File: src/core/ddc_ctrl_regs.vh
`ifndef DDC_CTRL_REGS_VH
`define DDC_CTRL_REGS_VH
`define IDX_PHASE_B 8'h0d
`define IDX_CHAN_CTRL 8'h0e
`define IDX_TEST_SEL 8'h0f
`define IDX_STEPS 8'h10
`define IDX_THRESH 8'h11
`define IDX_COUNTS 8'h12
`define IDX_GAIN_HI 8'h13
`define IDX_GAIN_A 8'h14
`define IDX_STATUS 8'h1f
`define RST_WORD 16'h0000
`define RST_GAIN_HI 16'h0000
`define RST_GAIN_A 16'h1000
`define RST_GAIN_WORD 24'h001000
`define MASK_CHAN_CTRL 16'hff07
`define MASK_TEST_SEL 16'h003f
`define MASK_COUNTS 16'h1f1f
`define BIT_DITHER_ON 15
`define BIT_METER_SYNC_OFF 12
`define BIT_CHAN_ON 11
`define BIT_MIX_SLOTS 10
`define BIT_MIX_BOOST 9
`define BIT_COEF_READ 8
`define BIT_Q_ZERO 2
`define BIT_SLOT_POS 1
`define BIT_STREAM_CNT 0
`define BIT_FREEZE 12
`define BIT_CLEAR 4
`define SHIFT_MIN 4'h3
`endif

File: src/core/ddc_channel_control_agc.v
// The implementer's own choice: the APB register port.
`timescale 1ns/1ps
`include "ddc_ctrl_regs.vh"
module ddc_channel_control_agc #(
  parameter CHANNEL = 0
) (
  // Clock and reset
  input wire CORE_CLK_IN,
  input wire RESET_IN,
  // APB slave
  input wire PSEL_IN,
  input wire PENABLE_IN,
  input wire PWRITE_IN,
  input wire [11:0] PADDR_IN,
  input wire [31:0] PWDATA_IN,
  output wire [31:0] PRDATA_OUT,
  output wire PREADY_OUT,
  output wire PSLVERR_OUT,
  // Datapath events and samples
  input wire SYNC_IN,
  input wire SAMPLE_VALID_IN,
  input wire signed [17:0] AGC_I_IN,
  input wire [17:0] FREQ_ACC_IN,
  input wire [35:0] TEST_SRC_0_IN,
  input wire [35:0] TEST_SRC_1_IN,
  input wire [35:0] TEST_SRC_2_IN,
  input wire [35:0] TEST_SRC_3_IN,
  input wire [35:0] TEST_SRC_4_IN,
  input wire [35:0] TEST_SRC_5_IN,
  input wire [35:0] TEST_SRC_6_IN,
  input wire [35:0] TEST_SRC_7_IN,
  input wire [35:0] TEST_SRC_8_IN,
  input wire [35:0] TEST_SRC_9_IN,
  input wire [35:0] TEST_SRC_10_IN,
  input wire [35:0] TEST_SRC_11_IN,
  // Controls to the datapath
  output reg [15:0] PHASE_B_OUT,
  output reg [15:0] NCO_B_PHASE_OUT,
  output reg [23:0] GAIN_WORD_OUT,
  output reg DITHER_ON_OUT,
  output reg [1:0] DITHER_MASK_OUT,
  output reg METER_SYNC_OUT,
  output reg CHAN_CLK_EN_OUT,
  output reg MIX_BOOST_OUT,
  output reg COEF_READ_OUT,
  output reg Q_ZERO_OUT,
  output reg STREAM_CNT_OUT,
  output reg SLOT_POS_OUT,
  output reg [4:0] ROUND_BITS_OUT,
  output reg signed [23:0] AGC_ACC_OUT,
  // Test bus pins
  output reg [15:0] RXIN_C_OUT,
  output reg [15:0] RXIN_D_OUT,
  output reg [5:0] DVGA_C_OUT,
  output reg [5:0] DVGA_D_OUT,
  output reg GAIN_FLAG_OUT
);

  // ------------------------------------------------------------
  // Register storage
  // ------------------------------------------------------------
  // Page (upper bits) must equal the low two bits of 2*CHANNEL+1
  localparam integer PAGE_NUM = 2 * CHANNEL + 1;
  localparam [1:0] PAGE_LO = PAGE_NUM[1:0];
  reg [15:0] phase_b_shadow_q;
  reg [15:0] chan_ctrl_q;
  reg [15:0] test_sel_q;
  reg [15:0] steps_q;
  reg [15:0] thresh_q;
  reg [15:0] counts_q;
  reg [15:0] gain_hi_shadow_q;
  reg [15:0] gain_lo_shadow_q;
  reg [3:0] zero_run_q;
  reg [3:0] sat_run_q;
  reg [31:0] prdata_q;
  wire [7:0] idx = PADDR_IN[9:2];
  wire page_hit = PADDR_IN[11:10] == PAGE_LO;
  wire wr = PSEL_IN && PENABLE_IN && PWRITE_IN && page_hit;
  wire rd = PSEL_IN && !PENABLE_IN && !PWRITE_IN && page_hit;

  assign PREADY_OUT = 1'b1;
  assign PSLVERR_OUT = 1'b0;
  assign PRDATA_OUT = prdata_q;

  // ------------------------------------------------------------
  // Gain loop helpers
  // ------------------------------------------------------------
  // Shift field clamped to 3..15 range: larger shift, smaller step
  function [23:0] step_of;
    input [3:0] f;
    reg [4:0] sh;
    begin
      sh = (f < `SHIFT_MIN) ? {1'b0, `SHIFT_MIN} : {1'b0, f};
      step_of = 24'h800000 >> sh;
    end
  endfunction

  function [17:0] mag18;
    input signed [17:0] v;
    begin
      mag18 = v[17] ? (~v + 18'h00001) : v;
    end
  endfunction

  wire [17:0] mag = mag18(AGC_I_IN);
  wire [17:0] mag_masked = mag & ~{14'h0000, thresh_q[15:12]};
  wire is_zero = mag_masked == 18'h00000;
  wire is_full = mag[16:0] == 17'h1ffff;
  wire above = mag[17:10] > thresh_q[7:0];
  wire below = mag[17:10] < thresh_q[7:0];

  // ------------------------------------------------------------
  // Register writes, sync loads and reads
  // ------------------------------------------------------------
  always @(posedge CORE_CLK_IN) begin
    if (RESET_IN) begin
      phase_b_shadow_q <= `RST_WORD;
      chan_ctrl_q <= `RST_WORD;
      test_sel_q <= `RST_WORD;
      steps_q <= `RST_WORD;
      thresh_q <= `RST_WORD;
      counts_q <= `RST_WORD;
      gain_hi_shadow_q <= `RST_GAIN_HI;
      gain_lo_shadow_q <= `RST_GAIN_A;
      PHASE_B_OUT <= `RST_WORD;
      GAIN_WORD_OUT <= `RST_GAIN_WORD;
      prdata_q <= 32'h00000000;
    end else begin
      if (wr) begin
        case (idx)
          `IDX_PHASE_B: phase_b_shadow_q <= PWDATA_IN[15:0];
          `IDX_CHAN_CTRL: chan_ctrl_q <= PWDATA_IN[15:0] & `MASK_CHAN_CTRL;
          `IDX_TEST_SEL: test_sel_q <= PWDATA_IN[15:0] & `MASK_TEST_SEL;
          `IDX_STEPS: steps_q <= PWDATA_IN[15:0];
          `IDX_THRESH: thresh_q <= PWDATA_IN[15:0];
          `IDX_COUNTS: counts_q <= PWDATA_IN[15:0] & `MASK_COUNTS;
          `IDX_GAIN_HI: gain_hi_shadow_q <= PWDATA_IN[15:0];
          `IDX_GAIN_A: gain_lo_shadow_q <= PWDATA_IN[15:0];
          default: ;
        endcase
      end
      if (SYNC_IN) begin
        PHASE_B_OUT <= phase_b_shadow_q;
        GAIN_WORD_OUT <= {gain_hi_shadow_q[15:8], gain_lo_shadow_q};
      end
      if (rd) begin
        case (idx)
          `IDX_PHASE_B: prdata_q <= {16'h0000, phase_b_shadow_q};
          `IDX_CHAN_CTRL: prdata_q <= {16'h0000, chan_ctrl_q};
          `IDX_TEST_SEL: prdata_q <= {16'h0000, test_sel_q};
          `IDX_STEPS: prdata_q <= {16'h0000, steps_q};
          `IDX_THRESH: prdata_q <= {16'h0000, thresh_q};
          `IDX_COUNTS: prdata_q <= {16'h0000, counts_q};
          `IDX_GAIN_HI: prdata_q <= {16'h0000, gain_hi_shadow_q};
          `IDX_GAIN_A: prdata_q <= {16'h0000, gain_lo_shadow_q};
          `IDX_STATUS: prdata_q <= {AGC_ACC_OUT, zero_run_q, sat_run_q};
          default: prdata_q <= 32'h00000000;
        endcase
      end
    end
  end

  // ------------------------------------------------------------
  // Channel controls
  // ------------------------------------------------------------
  always @(posedge CORE_CLK_IN) begin
    if (RESET_IN) begin
      NCO_B_PHASE_OUT <= 16'h0000;
      DITHER_ON_OUT <= 1'b0;
      DITHER_MASK_OUT <= 2'b00;
      METER_SYNC_OUT <= 1'b0;
      CHAN_CLK_EN_OUT <= 1'b0;
      MIX_BOOST_OUT <= 1'b0;
      COEF_READ_OUT <= 1'b0;
      Q_ZERO_OUT <= 1'b0;
      STREAM_CNT_OUT <= 1'b0;
      SLOT_POS_OUT <= 1'b0;
      ROUND_BITS_OUT <= 5'd18;
    end else begin
      NCO_B_PHASE_OUT <= FREQ_ACC_IN[17:2] + PHASE_B_OUT;
      DITHER_ON_OUT <= chan_ctrl_q[`BIT_DITHER_ON];
      DITHER_MASK_OUT <= chan_ctrl_q[14:13];
      METER_SYNC_OUT <= SYNC_IN && !chan_ctrl_q[`BIT_METER_SYNC_OFF];
      CHAN_CLK_EN_OUT <= chan_ctrl_q[`BIT_CHAN_ON];
      MIX_BOOST_OUT <= chan_ctrl_q[`BIT_MIX_BOOST];
      COEF_READ_OUT <= chan_ctrl_q[`BIT_COEF_READ];
      Q_ZERO_OUT <= chan_ctrl_q[`BIT_Q_ZERO];
      STREAM_CNT_OUT <= chan_ctrl_q[`BIT_STREAM_CNT];
      // Slot select limited to the stream count
      SLOT_POS_OUT <= chan_ctrl_q[`BIT_SLOT_POS] & chan_ctrl_q[`BIT_STREAM_CNT];
      ROUND_BITS_OUT <= 5'd18 - {1'b0, thresh_q[11:8]};
    end
  end

  // ------------------------------------------------------------
  // Test bus
  // ------------------------------------------------------------
  reg [35:0] tbus;
  reg tb_marks;
  always @* begin
    tb_marks = 1'b0;
    case (test_sel_q[5:0])
      6'h01: begin tbus = TEST_SRC_0_IN; tb_marks = 1'b1; end
      6'h02: begin tbus = TEST_SRC_1_IN; tb_marks = 1'b1; end
      6'h03: tbus = TEST_SRC_2_IN;
      6'h04: tbus = TEST_SRC_3_IN;
      6'h05: tbus = {16'h0000, TEST_SRC_4_IN[19:0]};
      6'h06: tbus = {16'h0000, TEST_SRC_5_IN[19:0]};
      6'h07: tbus = TEST_SRC_6_IN;
      6'h08: begin tbus = TEST_SRC_7_IN; tb_marks = 1'b1; end
      6'h09: tbus = TEST_SRC_8_IN;
      6'h0a: tbus = TEST_SRC_9_IN;
      6'h0b: tbus = TEST_SRC_10_IN;
      6'h0c: tbus = TEST_SRC_11_IN;
      default: tbus = 36'h000000000;
    endcase
  end

  always @(posedge CORE_CLK_IN) begin
    if (RESET_IN) begin
      RXIN_C_OUT <= 16'h0000;
      RXIN_D_OUT <= 16'h0000;
      DVGA_C_OUT <= 6'h00;
      DVGA_D_OUT <= 6'h00;
      GAIN_FLAG_OUT <= 1'b0;
    end else if (test_sel_q[5:0] != 6'h00) begin
      RXIN_D_OUT <= tbus[35:20];
      DVGA_C_OUT <= {tbus[1:0], tbus[19:18], 1'b0, tb_marks & SYNC_IN};
      RXIN_C_OUT <= tbus[17:2];
      DVGA_D_OUT <= {tb_marks & (above | is_full), 5'h00};
      GAIN_FLAG_OUT <= tb_marks & (above | is_full);
    end
  end

  // ------------------------------------------------------------
  // Gain loop
  // ------------------------------------------------------------
  wire freeze = counts_q[`BIT_FREEZE];
  wire zero_mode = counts_q[3:0] != 4'h0 && zero_run_q >= counts_q[3:0];
  wire sat_mode = counts_q[11:8] != 4'h0 && sat_run_q >= counts_q[11:8];
  always @(posedge CORE_CLK_IN) begin
    if (RESET_IN || counts_q[`BIT_CLEAR]) begin
      AGC_ACC_OUT <= 24'h000000;
      zero_run_q <= 4'h0;
      sat_run_q <= 4'h0;
    end else if (SAMPLE_VALID_IN && !freeze) begin
      zero_run_q <= is_zero ? (zero_run_q == 4'hf ? 4'hf : zero_run_q + 4'h1) : 4'h0;
      sat_run_q <= is_full ? (sat_run_q == 4'hf ? 4'hf : sat_run_q + 4'h1) : 4'h0;
      if (sat_mode && is_full)
        AGC_ACC_OUT <= AGC_ACC_OUT - step_of(steps_q[3:0]);
      else if (zero_mode && is_zero)
        AGC_ACC_OUT <= AGC_ACC_OUT + step_of(steps_q[7:4]);
      else if (above)
        AGC_ACC_OUT <= AGC_ACC_OUT - step_of(steps_q[11:8]);
      else if (below)
        AGC_ACC_OUT <= AGC_ACC_OUT + step_of(steps_q[15:12]);
    end
  end

endmodule

File: config.mk
export PLATFORM = sky130hd
export DESIGN_NAME = ddc_channel_control_agc
export DESIGN_NICKNAME = d
export VERILOG_FILES = /design/src/core/ddc_channel_control_agc.v
export VERILOG_INCLUDE_DIRS = /design/src /design/src/core
export SDC_FILE = /design/constraint.sdc
export NUM_CORES = 1
export LEC_CHECK = 0
export BUFFER_PORTS_ARGS = -buffer_cell sky130_fd_sc_hd__buf_2
export CORE_AREA = 2 2 266 268
export DETAILED_ROUTE_END_ITERATION = 10
export DIE_AREA = 0 0 268 270
export PLACE_DENSITY = 0.51
export RECOVER_POWER = 50
export SETUP_SLACK_MARGIN = 0.2
export SYNTH_ARGS = -nofsm -noshare
export SYNTH_HDL_FRONTEND = slang
export SYNTH_SLANG_ARGS = --single-unit
export TNS_END_PERCENT = 100
File: constraint.sdc
create_clock -name CORE_CLK_IN -period 5.95 [get_ports CORE_CLK_IN]
set_input_delay 0.2975 -clock CORE_CLK_IN [delete_from_list [all_inputs] [get_ports CORE_CLK_IN]]
set_output_delay 0.2975 -clock CORE_CLK_IN [all_outputs]
set_load 0.005 [all_outputs]
Word-level counts from Yosys, hierarchy flattened
Cells that the tools add are included.
{"block": "classes", "n_addsub": 9, "n_lt_le_gt_ge": 8, "eq_ne": 25, "shift": 4, "mux": 16, "n_bitwise": 7, "reduce_logical": 32}
{"operator": "case mux 36 bit (12 select lines)", "count": 1}
{"operator": "case mux 32 bit (9 select lines)", "count": 1}
{"operator": "2-to-1 mux 24 bit", "count": 4}
{"operator": "right shift 24 x 4 -> 24 bit, first input constant", "count": 4}
{"operator": "adder 24 bit", "count": 2}
{"operator": "equality test 8 x 5 -> 1 bit, second input constant", "count": 6}
{"operator": "subtractor 24 bit", "count": 2}
{"operator": "2-to-1 mux 4 bit", "count": 8}
{"operator": "equality test 6 x 4 -> 1 bit, second input constant", "count": 5}
{"operator": "equality test 6 x 3 -> 1 bit, second input constant", "count": 4}
{"operator": "equality test 8 x 4 -> 1 bit, second input constant", "count": 3}
{"operator": "adder 18 x 1 -> 18 bit, second input constant", "count": 1}
{"operator": "bitwise AND 18 bit", "count": 1}
{"operator": "zero test 18 bit", "count": 1}
{"operator": "2-to-1 mux 18 bit", "count": 1}
{"operator": "inverter 18 bit", "count": 1}
{"operator": "inverter 4 -> 18 bit", "count": 1}
{"operator": "AND reduction 2 bit", "count": 9}
{"operator": "equality test 17 bit, second input constant", "count": 1}
{"operator": "adder 16 bit", "count": 1}
{"operator": "< comparator 4 x 2 -> 1 bit, second input constant", "count": 4}
{"operator": "equality test 6 x 2 -> 1 bit, second input constant", "count": 2}
{"operator": "logical AND 1 bit", "count": 12}
{"operator": "nonzero test 4 bit", "count": 3}
{"operator": "other kinds (15)", "count": 23}
{"block": "word_totals", "reg_bits": 280, "inputBits": 519}

Longest topological paths before layout
Gate-level depths: netlist of run 1.
{"block": "logic_depth", "word_depth": 8, "ltp_mapped": 32, "mapped_depth_nobuf": 30}

Worst setup path before layout of run 1
OpenSTA, ideal clock, no wires.
{"block": "synth_timing", "path_type": "input port to flip-flop", "startpoint": "input port AGC_I_IN[7]", "endpoint": "register AGC_ACC_OUT[23]", "setup_ns": 0.128, "arrival_ns": 6.145, "setup_slack_ns": -0.322, "path_stages": 31, "cell_sequence": "buf_6 -> or3_4 -> or3_1 -> buf_2 -> o41ai_1 -> xnor2_1 -> ha_1 -> nand4_1 -> or2_2 -> a211oi_1 -> a21o_1 -> o21ai_1 -> clkbuf_1 -> or3_1 -> o21ai_0 -> a21oi_1 -> ha_1 -> nand2_1 -> a21oi_1 -> o31a_1 -> o2bb2ai_1 -> ha_1 -> nor3_1 -> a311oi_1 -> a41oi_1 -> a21oi_1 -> a31o_2 -> xnor2_1 -> nand2_1 -> xor2_1 -> nor2_1"}
{"block": "synth_between", "elab_chain_cells": 8, "word_cells_on_any_way": 15}
{"item": "start, declared", "line_no": "ddc_channel_control_agc.v:22", "source": "input wire signed [17:0] AGC_I_IN,"}
{"item": "inverter 18 bit", "line_no": "ddc_channel_control_agc.v:101", "source": "mag18 = v[17] ? (~v + 18'h00001) : v;"}
{"item": "adder 18 x 1 -> 18 bit", "line_no": "ddc_channel_control_agc.v:101"}
{"item": "2-to-1 mux 18 bit *", "line_no": "ddc_channel_control_agc.v:101"}
{"item": "branches (longest 5 deep; another with > comparator 8 bit)"}
{"item": "end signal, assigned", "line_no": "ddc_channel_control_agc.v:250", "source": "AGC_ACC_OUT <= AGC_ACC_OUT - step_of(steps_q[3:0]);"}
{"item": "end signal, assigned", "line_no": "ddc_channel_control_agc.v:252", "source": "AGC_ACC_OUT <= AGC_ACC_OUT + step_of(steps_q[7:4]);"}
{"item": "end signal, assigned", "line_no": "ddc_channel_control_agc.v:254", "source": "AGC_ACC_OUT <= AGC_ACC_OUT - step_of(steps_q[11:8]);"}
{"item": "end, declared", "line_no": "ddc_channel_control_agc.v:50", "source": "output reg signed [23:0] AGC_ACC_OUT,"}
Every way passes the cells marked *.
A chain may end at the register's enable or synchronous reset.

Final worst setup path of run 1
{"block": "layout_timing", "startpoint": "input port AGC_I_IN[9]", "endpoint": "register AGC_ACC_OUT[23]"}
Same word-level chain as after synthesis.

==> results of run 1 <==
-- worst min path at each step --
| stage | cells after the start | slack (ps) | to |
|---|---|---|---|
| after floorplan | 2 | 420 | gain_lo_shadow_q[12] |
| final | 3 | 40 | RXIN_D_OUT[6] |
| after detailed placement | 2 | 440 | PRDATA_OUT[25] |
| after global routing | 3 | 30 | RXIN_D_OUT[3] |
| after global placement | 2 | 440 | PRDATA_OUT[16] |
| after CTS | 3 | 0.1 | RXIN_D_OUT[3] |
-- where the power goes --
| part | switching (µW) | internal, µW |
|---|---|---|
| Clock | 957 | 1340 |
| Combinational | 438 | 408 |
| Sequential | 46.4 | 1900 |
| Total | 1440 | 3650 |
-- cell usage in the layout (no fill, tap or decap), drive strengths merged, types with 10 or more instances in the layout --
master / n
ha: 51
dfxtp: 277
buf: 631
diode: 26
nor2: 153
dlygate4sd3: 14
conb: 11
a211oi: 15
nand2b: 17
mux2i: 80
a221oi: 67
nor2b: 30
a222oi: 42
nand4: 11
a21oi: 184
nor3: 35
or3: 13
nand3: 56
a22o: 53
nand2: 294
and3: 17
a22oi: 62
and2: 11
o21ai: 56
xnor2: 27
nor4: 10
inv: 36
clkbuf: 165
mux2: 15
xor2: 24
a31oi: 41
-- cells in the mapped netlist, types with 8 or more instances --
library cell  instances
nand2_1             294
dfxtp_1             277
a21oi_1             184
nor2_1              153
clkbuf_1            134
mux2i_1              78
a221oi_1             67
a22oi_1              62
nand3_1              56
o21ai_0              54
a22o_1               53
ha_1                 51
a222oi_1             42
a31oi_1              40
nor3_1               35
inv_1                34
nor2b_1              30
xnor2_1              27
xor2_1               24
and3_1               17
nand2b_1             17
buf_1                15
mux2_2               15
a211oi_1             14
buf_4                13
or3_1                12
nand4_1              11
and2_1               10
nor4_1               10
a21o_1                9
o211ai_1              8
o21a_1                8
-- worst register-to-register path, stage by stage, from the launching register on --
cell and delay, ps:
dfxtp_1 490, inv_1 110, ha_1 280, nand2b_1 90
a21o_1 110, a211oi_1 60, or3_1 440, nand2b_1 180
or4_4 530, nor3_1 220, a21oi_1 90, ha_2 220
buf_4 140, nand2_1 50, a21oi_1 40, o31a_1 290
o2bb2ai_1 130, ha_1 300, nor3_1 60, a311oi_2 260
a41oi_2 180, a21oi_2 200, a31o_2 170, xnor2_1 110
nand2_1 80, xor2_1 160, nor2_1 50
-- registers in the layout (all words and copies together) (netlist names), 5 cells and up --
register	count
AGC_ACC_OUT	21
DVGA_C_OUT	5
GAIN_WORD_OUT	24
NCO_B_PHASE_OUT	16
PHASE_B_OUT	16
PRDATA_OUT	32
ROUND_BITS_OUT	5
RXIN_C_OUT	16
RXIN_D_OUT	16
chan_ctrl_q	11
counts_q	10
gain_hi_shadow_q	16
gain_lo_shadow_q	16
phase_b_shadow_q	16
steps_q	16
test_sel_q	6
thresh_q	16
-- layout make-up --
type	count	share of cell area, %
Inverter	34	0.581
Tap cell	940	5.36
Clock inverter	15	0.992
Timing Repair Buffer	760	18.3
Sequential cell	277	25.3
Clock buffer	50	4.62
Multi-Input combinational cell	1496	44.6
Antenna cell	26	0.296
-- through the flow --
stage               power [µW]  utilization [%]
finish                    5090             31.6
global route              5300             31.6
floorplan                 2390                -
global placement          2820             29.7
detailed placement        2820             29.7
CTS                       5150             31.6
-- logic make-up (layout without fill, tap and decap cells) --
| kind of cell | count (synthesis) | count (layout) | share of synthesized area [%] |
|---|---|---|---|
| other | 2 | 37 | 0.0472 |
| and+or+nand+nor | 680 | 680 | 19.4 |
| adders and majority gates | 53 | 53 | 4.20 |
| xor gates and xnor gates | 51 | 51 | 2.81 |
| buffers and inverters | 200 | 859 | 5.14 |
| muxes | 102 | 102 | 7.19 |
| AOI/OAI and AO/OA | 599 | 599 | 26.4 |
| DFF | 277 | 277 | 34.9 |
-- metal layers --
layer | GRT usage, % | up-vias | share of wire (%)
li1 | - | 8583 | -
met1 | 31.1 | 8828 | 39
met2 | 40.8 | 952 | 47
met3 | 7.10 | 185 | 9.4
met4 | 12.2 | 10 | 4.0
met5 | 0 | - | 0.063
-- repair_timing --
action,4_1_cts,5_1_grt
buffers inserted,0,0
endpoints found under the hold margin,12,0
gates resized for setup,0,9
endpoints found under the setup margin,0,4
hold buffers,14,0
==> run_results.csv, run 1 <==
group,metric,value,unit
run_status,status,"finished with violations",
run_status,violations,"capacitance limit, slew limit",
floorplan,die-width,268,µm
pwr,power_density,232,mW/mm²
setup_path,rr_endpoint,"AGC_ACC_OUT[23]",
setup_path,crit_buf_inv,3,
setup_path,cp.depth,29,
floorplan,row_count,97,
drt,vias,18558,
sta,finalSetupViolations,0,
setup_path,reg2reg_depth,26,
finish,fillCellCount,7600,
place,post-dp-hpwl,77.0,mm
yosys,synth_ff_type,"dfxtp_1",
setup_path,endpoint_kind,"register",
hold_path,hold_class,"input port to register",
floorplan,ios,693,
setup_path,crit_arrival,5870,ps
global_route,grt_usage,25.4,%
drt,post_drt_wl_per_cell,26.6,µm
hold_path,hp-start,"TEST_SRC_1_IN[26]",
flow_run,max-cap-violations,2,
yosys,syn_avg_cell_area,8.10,µm²
cts,insertion_delay,570,ps
place,placed_cells,3493,
setup_path,r2r_setup_slack,790,ps
sta,skew,27.7,ps
finish,areaGrowthSynthToFinish,38.0,%
sta,relSlewSlack,-125,%
drt,drt-vias-per-instance,5.16,
sta,period_needed,5440,ps
yosys,yosysSeqAreaShare,34.9,%
global_route,antenna_found_initial,71,
setup_path,cp-startpoint,"AGC_I_IN[9]",
cts,cts_buffer_depth,3,
drt,routed_wl,95.6,mm
yosys,synth_edf_count,0,
place,placed_cell_area,0.0206,mm²
pwr,p_leak,0.00872,µW
cts,cts_tree,"built",
finish,ff_latch_area,0.00555,mm²
sta,fin_hold_ws,37.4,ps
floorplan,core,0.0695,mm²
place,place_congestion,0.988,
setup_path,setup.worst_path.end,"AGC_ACC_OUT[23]",
yosys,async_reset_ff_share,0,%
finish,multi_input_area,0.00978,mm²
yosys,yosys.area.top_type_share,34.9,%
sta,worst_slack,512,ps
global_route,grt_overflow,0,
floorplan,die_h,270,µm
yosys,synth_top_area_cell,"dfxtp_1",
setup_path,crit_family,"compound AO/OA/AOI/OAI gates",
sta,drv_slew,102,
drt,ant_nets,0,
setup_path,worstSetupPathType,"input port to register",
setup_path,worst_path_largest_cell_delay,440,ps
sta,rsz0062_at_grt,"no",
global_route,grt_pass1_vias,17659,
finish,drive_gt1_share,28.7,%
sta,fmaxAchievable,184,MHz
floorplan,start_util,22.9,%
cts,clk_pin_slew,70,ps
setup_path,critPathRequiredTime,6380,ps
yosys,ys_warn_count,0,
setup_path,path_max_fanout,6,
setup_path,worstReg2RegStart,"zero_run_q[0]",
sta,final.setup.tns,0,ps
yosys,synth_cells,1964,
global_route,grt_pass1_wl,131,mm
sta,min_period_over_period,91.4,%
yosys,synth_cell_types,79,
cts,cts_buffers,36,
sta,finalHoldViolCount,0,
floorplan,dieArea,0.0724,mm²
finish,stdcell_count,3598,
drt,dr.pass1.iters,8,
drt,drc_errors,0,
yosys,synth_area_leaders,"dfxtp_1 35%, nand2_1 6.9%, a21oi_1 5.8%, mux2i_1 4.9%, ha_1 4.0%",
finish,fin_nets,3176,
yosys,synth_seq_cells,277,
setup_path,worst_setup_path_start_kind,"input port",
sta,worst_pin_slew,3380,ps
pwr,peakVddDrop,0.186,mV
finish,stdcell_area,0.0219,mm²
setup_path,cp_slowest_cell,"or3_4",
drt,drt_iter0_markers,1900,
yosys,syn_area,0.0159,mm²
cts,ctsRootBufferMaster,"clkbuf_16",
place,post-place-ws,-173,ps
cts,h-tree-depth,2,
place,port_buffers,629,
global_route,grt_max_degree,93,
cts,cts.sinks,277,
(Power assumes the default switching activity.)
==> run 2: changes to the inputs <==
--- a/config.mk
+++ b/config.mk
@@ -6,10 +6,13 @@
 export SDC_FILE = /design/constraint.sdc
 export NUM_CORES = 1
 export LEC_CHECK = 0
+export ABC_AREA = 1
 export BUFFER_PORTS_ARGS = -buffer_cell sky130_fd_sc_hd__buf_2
-export CORE_AREA = 2 2 266 268
+export CAP_MARGIN = 25
+export CORE_AREA = 2 2 271 273
+export CTS_CLUSTER_SIZE = 14
 export DETAILED_ROUTE_END_ITERATION = 10
-export DIE_AREA = 0 0 268 270
+export DIE_AREA = 0 0 273 275
 export PLACE_DENSITY = 0.51
 export RECOVER_POWER = 50
 export SETUP_SLACK_MARGIN = 0.2
==> run_results.csv, run 2 <==
group,metric,value,unit
drt,vias,19861,
yosys,synth_area_leaders,"dfxtp_1 33%, nand2_1 8.3%, a21oi_1 7.6%, inv_1 7.4%, o21ai_0 6.4%",
pwr,p_leak,0.00951,µW
global_route,grt_pass1_wl,138,mm
cts,clk_pin_slew,60,ps
global_route,grt_overflow,0,
sta,drv_slew,181,
cts,cts_setup_buffers,0,
cts,insertion_delay,570,ps
finish,drive_gt1_share,21.6,%
sta,rsz0062_at_grt,"no",
yosys,synth_top_area_cell,"dfxtp_1",
drt,drt-vias-per-instance,4.97,
place,place_congestion,0.976,
yosys,synth_seq_cells,277,
yosys,synth_ff_type,"dfxtp_1",
flow_run,max-cap-violations,3,
setup_path,r2r_setup_slack,1410,ps
finish,layout_common_cells,"496 x buf_2, 367 x nand2_1, 326 x inv_1",
drt,dr.pass1.iters,6,
yosys,synth_cell_types,59,
hold_path,hold_class,"input port to register",
place,post-place-ws,370,ps
floorplan,row_count,99,
sta,final.setup.tns,0,ps
yosys,synthTopCellsByCount,"367 x nand2_1, 327 x inv_1, 277 x dfxtp_1, 251 x a21oi_1, 213 x o21ai_0",
run_status,violations,"capacitance limit, slew limit",
place,port_buffers,629,
yosys,syn_avg_cell_area,6.85,µm²
setup_path,rr_endpoint,"AGC_ACC_OUT[23]",
sta,fmaxAchievable,193,MHz
sta,relSlewSlack,-142,%
setup_path,endpoint_kind,"register",
global_route,grt_max_degree,97,
yosys,yosysSeqAreaShare,33.5,%
drt,post_drt_wl_per_cell,25.4,µm
finish,stdcell_area,0.0218,mm²
drt,drc_errors,0,
global_route,grt_usage,25.9,%
yosys,synth_edf_count,0,
cts,cts_buffer_depth,3,
finish,largest_reg_flops,32,
finish,fin_nets,3564,
yosys,yosysMostFrequentCell,"nand2_1",
floorplan,die_h,275,µm
place,post-dp-hpwl,83.1,mm
cts,cts_tree,"built",
pwr,peakVddDrop,0.188,mV
drt,routed_wl,102,mm
setup_path,path_max_fanout,9,
pwr,power_density,231,mW/mm²
drt,ant_nets,0,
floorplan,die-width,273,µm
cts,cts.sinks,277,
drt,drt_iter0_markers,1675,
yosys,ys_warn_count,0,
yosys,yosys.area.top_type_share,33.5,%
run_status,status,"finished with violations",
setup_path,critPathRequiredTime,6460,ps
finish,layout_commonest_cell,"buf_2",
setup_path,worstReg2RegStart,"thresh_q[5]",
sta,skew,20.6,ps
floorplan,start_util,22.9,%
cts,cts_buffers,38,
global_route,antenna_found_initial,62,
cts,postCtsResizedCells,0,
yosys,async_reset_ff_share,0,%
setup_path,crit_arrival,5690,ps
setup_path,reg2reg_depth,34,
sta,finalSetupViolations,0,
floorplan,dieArea,0.0751,mm²
sta,finalHoldViolCount,0,
sta,worst_pin_slew,3630,ps
cts,h-tree-depth,2,
setup_path,worstSetupPathType,"input port to register",
setup_path,cp_common_cell,"nand2_1",
hold_path,hp-start,"TEST_SRC_6_IN[24]",
setup_path,cp_slowest_cell,"ha_1",
global_route,grt_pass1_vias,18471,
setup_path,worst_path_largest_cell_delay,330,ps
yosys,synth_cells,2419,
floorplan,core,0.0723,mm²
sta,period_needed,5190,ps
sta,worst_slack,763,ps
setup_path,worst_setup_path_start_kind,"input port",
hold_path,min_to,"RXIN_D_OUT[4]",
hold_path,min_path_cells,5,
cts,ctsRootBufferMaster,"clkbuf_16",
place,placed_cell_area,0.0207,mm²
sta,min_period_over_period,87.2,%
floorplan,ios,693,
yosys,syn_area,0.0166,mm²
finish,areaGrowthSynthToFinish,31.5,%
run 2: cell count changes in the layout (fill, tap and decap cells not counted), moves of 74 or more:
| cell | change |
|---|---|
| inv_1 | +292 |
| o21ai_0 | +161 |
| nand3_1 | +87 |
| buf_4 | -82 |
| mux2i_1 | -78 |
| nand2_1 | +74 |
run 2: stage by stage:
| stage | hold WS [ps] | utilization, % | std cells | power (µW) |
|---|---|---|---|---|
| floorplan | 420 | - | 2428 | 2420 |
| global placement | 444 | 28.6 | 3910 | 2800 |
| detailed placement | 452 | 28.6 | 3911 | 2800 |
| CTS | 7.89 | 30.3 | 3979 | 5080 |
| global route | 53.6 | 30.1 | 3998 | 5250 |
| finish | 39.2 | 30.1 | 4000 | 5030 |
run 2: critical path, delay by kind of cell:
kind	cells	cell delay [ps]
and+or+nand+nor	21	2250
buffers and inverters	7	600
AOI/OAI and AO/OA	8	1240
xor gates and xnor gates	1	230
adders and majority gates	4	1070
run 2: cell type report:
| cell class | instances | area, µm² |
|---|---|---|
| clock buffer | 52 | 1060 |
| multi-input combinational | 1672 | 9240 |
| fill | 8119 | 50500 |
| sequential | 277 | 5550 |
| tap | 959 | 1200 |
| timing repair buffer | 668 | 3280 |
| inverter | 336 | 1270 |
| clock inverter | 15 | 143 |
| antenna | 21 | 52.6 |
run 2: cells by family after synthesis:
kind of cell | Yosys count | synth area share (%)
flops | 277 | 33.5
buf+inv | 479 | 11.5
simple gates | 839 | 22.0
xor+xnor | 17 | 0.899
fa+ha+maj | 52 | 3.97
other cells | 2 | 0.0453
compound gates | 753 | 28.1
run 2: worst max-delay path by stage:
stage,from,to,slack (ps)
finish,AGC_I_IN[0],AGC_ACC_OUT[23],760
global route,AGC_I_IN[0],AGC_ACC_OUT[23],250
CTS,AGC_I_IN[0],AGC_ACC_OUT[23],930
detailed placement,AGC_I_IN[0],AGC_ACC_OUT[23],370
global placement,AGC_I_IN[0],AGC_ACC_OUT[23],420
floorplan,AGC_I_IN[0],AGC_ACC_OUT[17],1200
run 2: power by group:
group / switching (µW) / internal (µW)
logic: 471 / 347
clock network: 953 / 1310
registers: 46.7 / 1900
run 2: timing repair:
action / 4_1_cts / 5_1_grt
endpoints found under the setup margin: 0 / 0
hold buffers: 1 / 0
hold endpoints to repair: 3 / 0
run 2: metal layers:
metal / GRT usage, % / vias up / wire length, µm
met5: 0 / - / 0
met3: 3.74 / 210 / 6080
met1: 29.3 / 9225 / 39100
li1: - / 9532 / -
met2: 44.9 / 894 / 50000
met4: 18.0 / 0 / 6570
==> run 3: changes to the inputs <==
==> constraint.sdc (replaced) <==
create_clock -name CORE_CLK_IN -period 4.3 [get_ports CORE_CLK_IN]
set_input_delay 0.215 -clock CORE_CLK_IN [delete_from_list [all_inputs] [get_ports CORE_CLK_IN]]
set_output_delay 0.215 -clock CORE_CLK_IN [all_outputs]
set_load 0.005 [all_outputs]
==> run_results.csv, run 3 (synthesized netlist as in run 2, its figures left out) <==
group,metric,value,unit
cts,cts.sinks,277,
place,port_buffers,629,
setup_path,worstSetupPathType,"input port to register",
setup_path,worstReg2RegStart,"thresh_q[5]",
finish,final_util,34.2,%
sta,drv_slew,159,
drt,drt-vias-per-instance,4.97,
finish,fin_nets,3802,
cts,clk_pin_slew,60,ps
floorplan,die-width,273,µm
drt,vias,21178,
pwr,switchingPower,2260,µW
cts,cts_buffers,37,
setup_path,worst_path_largest_cell_delay,310,ps
sta,worst_pin_slew,3550,ps
pwr,power_frac_seq,34.9,%
setup_path,critPathRequiredTime,4810,ps
setup_path,r2r_setup_slack,160,ps
hold_path,hp-start,"TEST_SRC_0_IN[5]",
global_route,grt_pass1_wl,145,mm
floorplan,die_h,275,µm
hold_path,min_path_cells,3,
drt,dr.pass1.iters,5,
setup_path,reg2reg_depth,29,
floorplan,row_count,99,
pwr,internal_power,5500,µW
sta,skew,26.3,ps
setup_path,cp-startpoint,"AGC_I_IN[7]",
setup_path,crit_arrival,4710,ps
place,post-dp-hpwl,87.1,mm
setup_path,cp_slowest_cell,"ha_1",
sta,relSlewSlack,-137,%
finish,largest_reg_flops,32,
setup_path,worst_setup_path_start_kind,"input port",
finish,ff_latch_area,0.00555,mm²
global_route,grt_max_degree,103,
finish,layout_common_cells,"506 x buf_2, 341 x nand2_1, 316 x inv_1",
setup_path,endpoint_kind,"register",
pwr,peakVddDrop,0.208,mV
finish,multi_input_area,0.00981,mm²
setup_path,path_max_fanout,6,
sta,min_period_over_period,97.7,%
finish,areaGrowthSynthToFinish,49.4,%
sta,finalHoldViolCount,0,
hold_path,min_to,"RXIN_C_OUT[3]",
finish,layout_commonest_cell,"buf_2",
global_route,grt_usage,27.2,%
cts,cts_tree,"built",
drt,post_drt_wl_per_cell,25.2,µm
global_route,grt_overflow,0,
finish,fillCellCount,8016,
finish,drive_gt1_share,28.1,%
cts,insertion_delay,570,ps
cts,h-tree-depth,2,
setup_path,cp_common_cell,"nand2_1",
drt,ant_nets,0,
floorplan,dieArea,0.0751,mm²
run_status,status,"finished with violations",
floorplan,core,0.0723,mm²
cts,ctsRootBufferMaster,"clkbuf_16",
global_route,antenna_found_initial,74,
sta,finalSetupViolations,0,
floorplan,start_util,22.9,%
global_route,grt_pass1_vias,19662,
drt,drc_errors,0,
drt,routed_wl,107,mm
setup_path,rr_endpoint,"AGC_ACC_OUT[23]",
pwr,swShare,29.1,%
sta,period_needed,4200,ps
pwr,p_leak,0.0108,µW
pwr,p_total,7760,µW
cts,cts_buffer_depth,3,
pwr,power_density,314,mW/mm²
run_status,violations,"capacitance limit, slew limit",
hold_path,hold_class,"input port to register",
sta,fmaxAchievable,238,MHz
drt,drt_iter0_markers,1763,
floorplan,ios,693,
place,place_congestion,1.01,
pwr,power.share.combinational,20.9,%
sta,rsz0062_at_grt,"yes",
flow_run,max-cap-violations,2,
pwr,power_frac_clock,44.1,%
==> run 3: changes by cell type in the layout (fill, tap and decap cells not counted), moves of 15 or more <==
| cell | previous run | this run |
|---|---|---|
| diode_2 | 21 | 41 |
| nor2_4 | 12 | 27 |
| nand2_2 | 11 | 29 |
| nor2_1 | 203 | 188 |
| buf_4 | 33 | 171 |
| nand2_1 | 367 | 341 |
| buf_6 | 0 | 16 |
| clkbuf_1 | 143 | 121 |
| dlygate4sd3_1 | 1 | 88 |
==> run 3: how the worst max path moves through the flow <==
| stage | end | slack [ps] | cells past startpoint |
|---|---|---|---|
| 3_5_place_dp | AGC_ACC_OUT[23] | -660 | 40 |
| 2_1_floorplan | AGC_ACC_OUT[23] | -140 | 39 |
| 5_1_grt | AGC_ACC_OUT[23] | -180 | 43 |
| 4_1_cts | AGC_ACC_OUT[17] | 200 | 42 |
| 3_3_place_gp | AGC_ACC_OUT[23] | -610 | 40 |
| 6_report | AGC_ACC_OUT[23] | 100 | 36 |
==> run 3: per-layer routing <==
layer	track usage, %	routed length (µm)	vias to the layer above
met5	0	29	-
met4	19.9	7180	6
met3	4.24	7710	239
met2	45.9	52000	987
met1	31.2	40500	9917
li1	-	-	10029
==> run 3: layout make-up <==
| cell class | instances | area share (%) |
|---|---|---|
| sequential | 277 | 22.4 |
| clock inverter | 18 | 1.15 |
| clock buffer | 47 | 4.26 |
| antenna | 41 | 0.415 |
| multi-input combinational | 1672 | 39.6 |
| timing repair buffer | 907 | 22.1 |
| tap | 959 | 4.85 |
| inverter | 336 | 5.21 |
==> run 3: power by group through the flow <==
stage | clock network, µW | logic [µW] | registers [µW]
final | 3420 | 1620 | 2710
after CTS | 3490 | 1440 | 2710
after floorplan | 0 | 644 | 2740
after global routing | 3580 | 1760 | 2720
after global placement | 0 | 1320 | 2760
after detailed placement | 0 | 1320 | 2760
==> run 3: what timing repair did <==
| action | in CTS | in global routing |
|---|---|---|
| buffers inserted | 14 | 15 |
| gates cloned | 0 | 1 |
| resized for setup | 25 | 97 |
| pin swaps | 20 | 70 |
| hold endpoints to repair | 36 | 0 |
| setup endpoints to repair | 9 | 11 |
| hold buffers | 88 | 0 |
==> run 3: critical path, delay by kind of cell <==
family	cells	cell delay, ps
AOI/OAI and AO/OA	11	1670
adders and majority gates	3	750
and+or+nand+nor	17	1480
buffers and inverters	5	570
==> run 3: metrics by stage <==
step                TNS, ps  hold WS, ps  area [µm²]  std cells  worst slack [ps]
floorplan              -145          341       16800       2428              -145
finish                    0         26.5       24700       4257              99.1
global placement      -4700          441       21700       4029              -610
detailed placement    -5640          448       21800       4033              -660
CTS                       0        0.387       24300       4200               202
global route           -889         15.2       24700       4252              -180
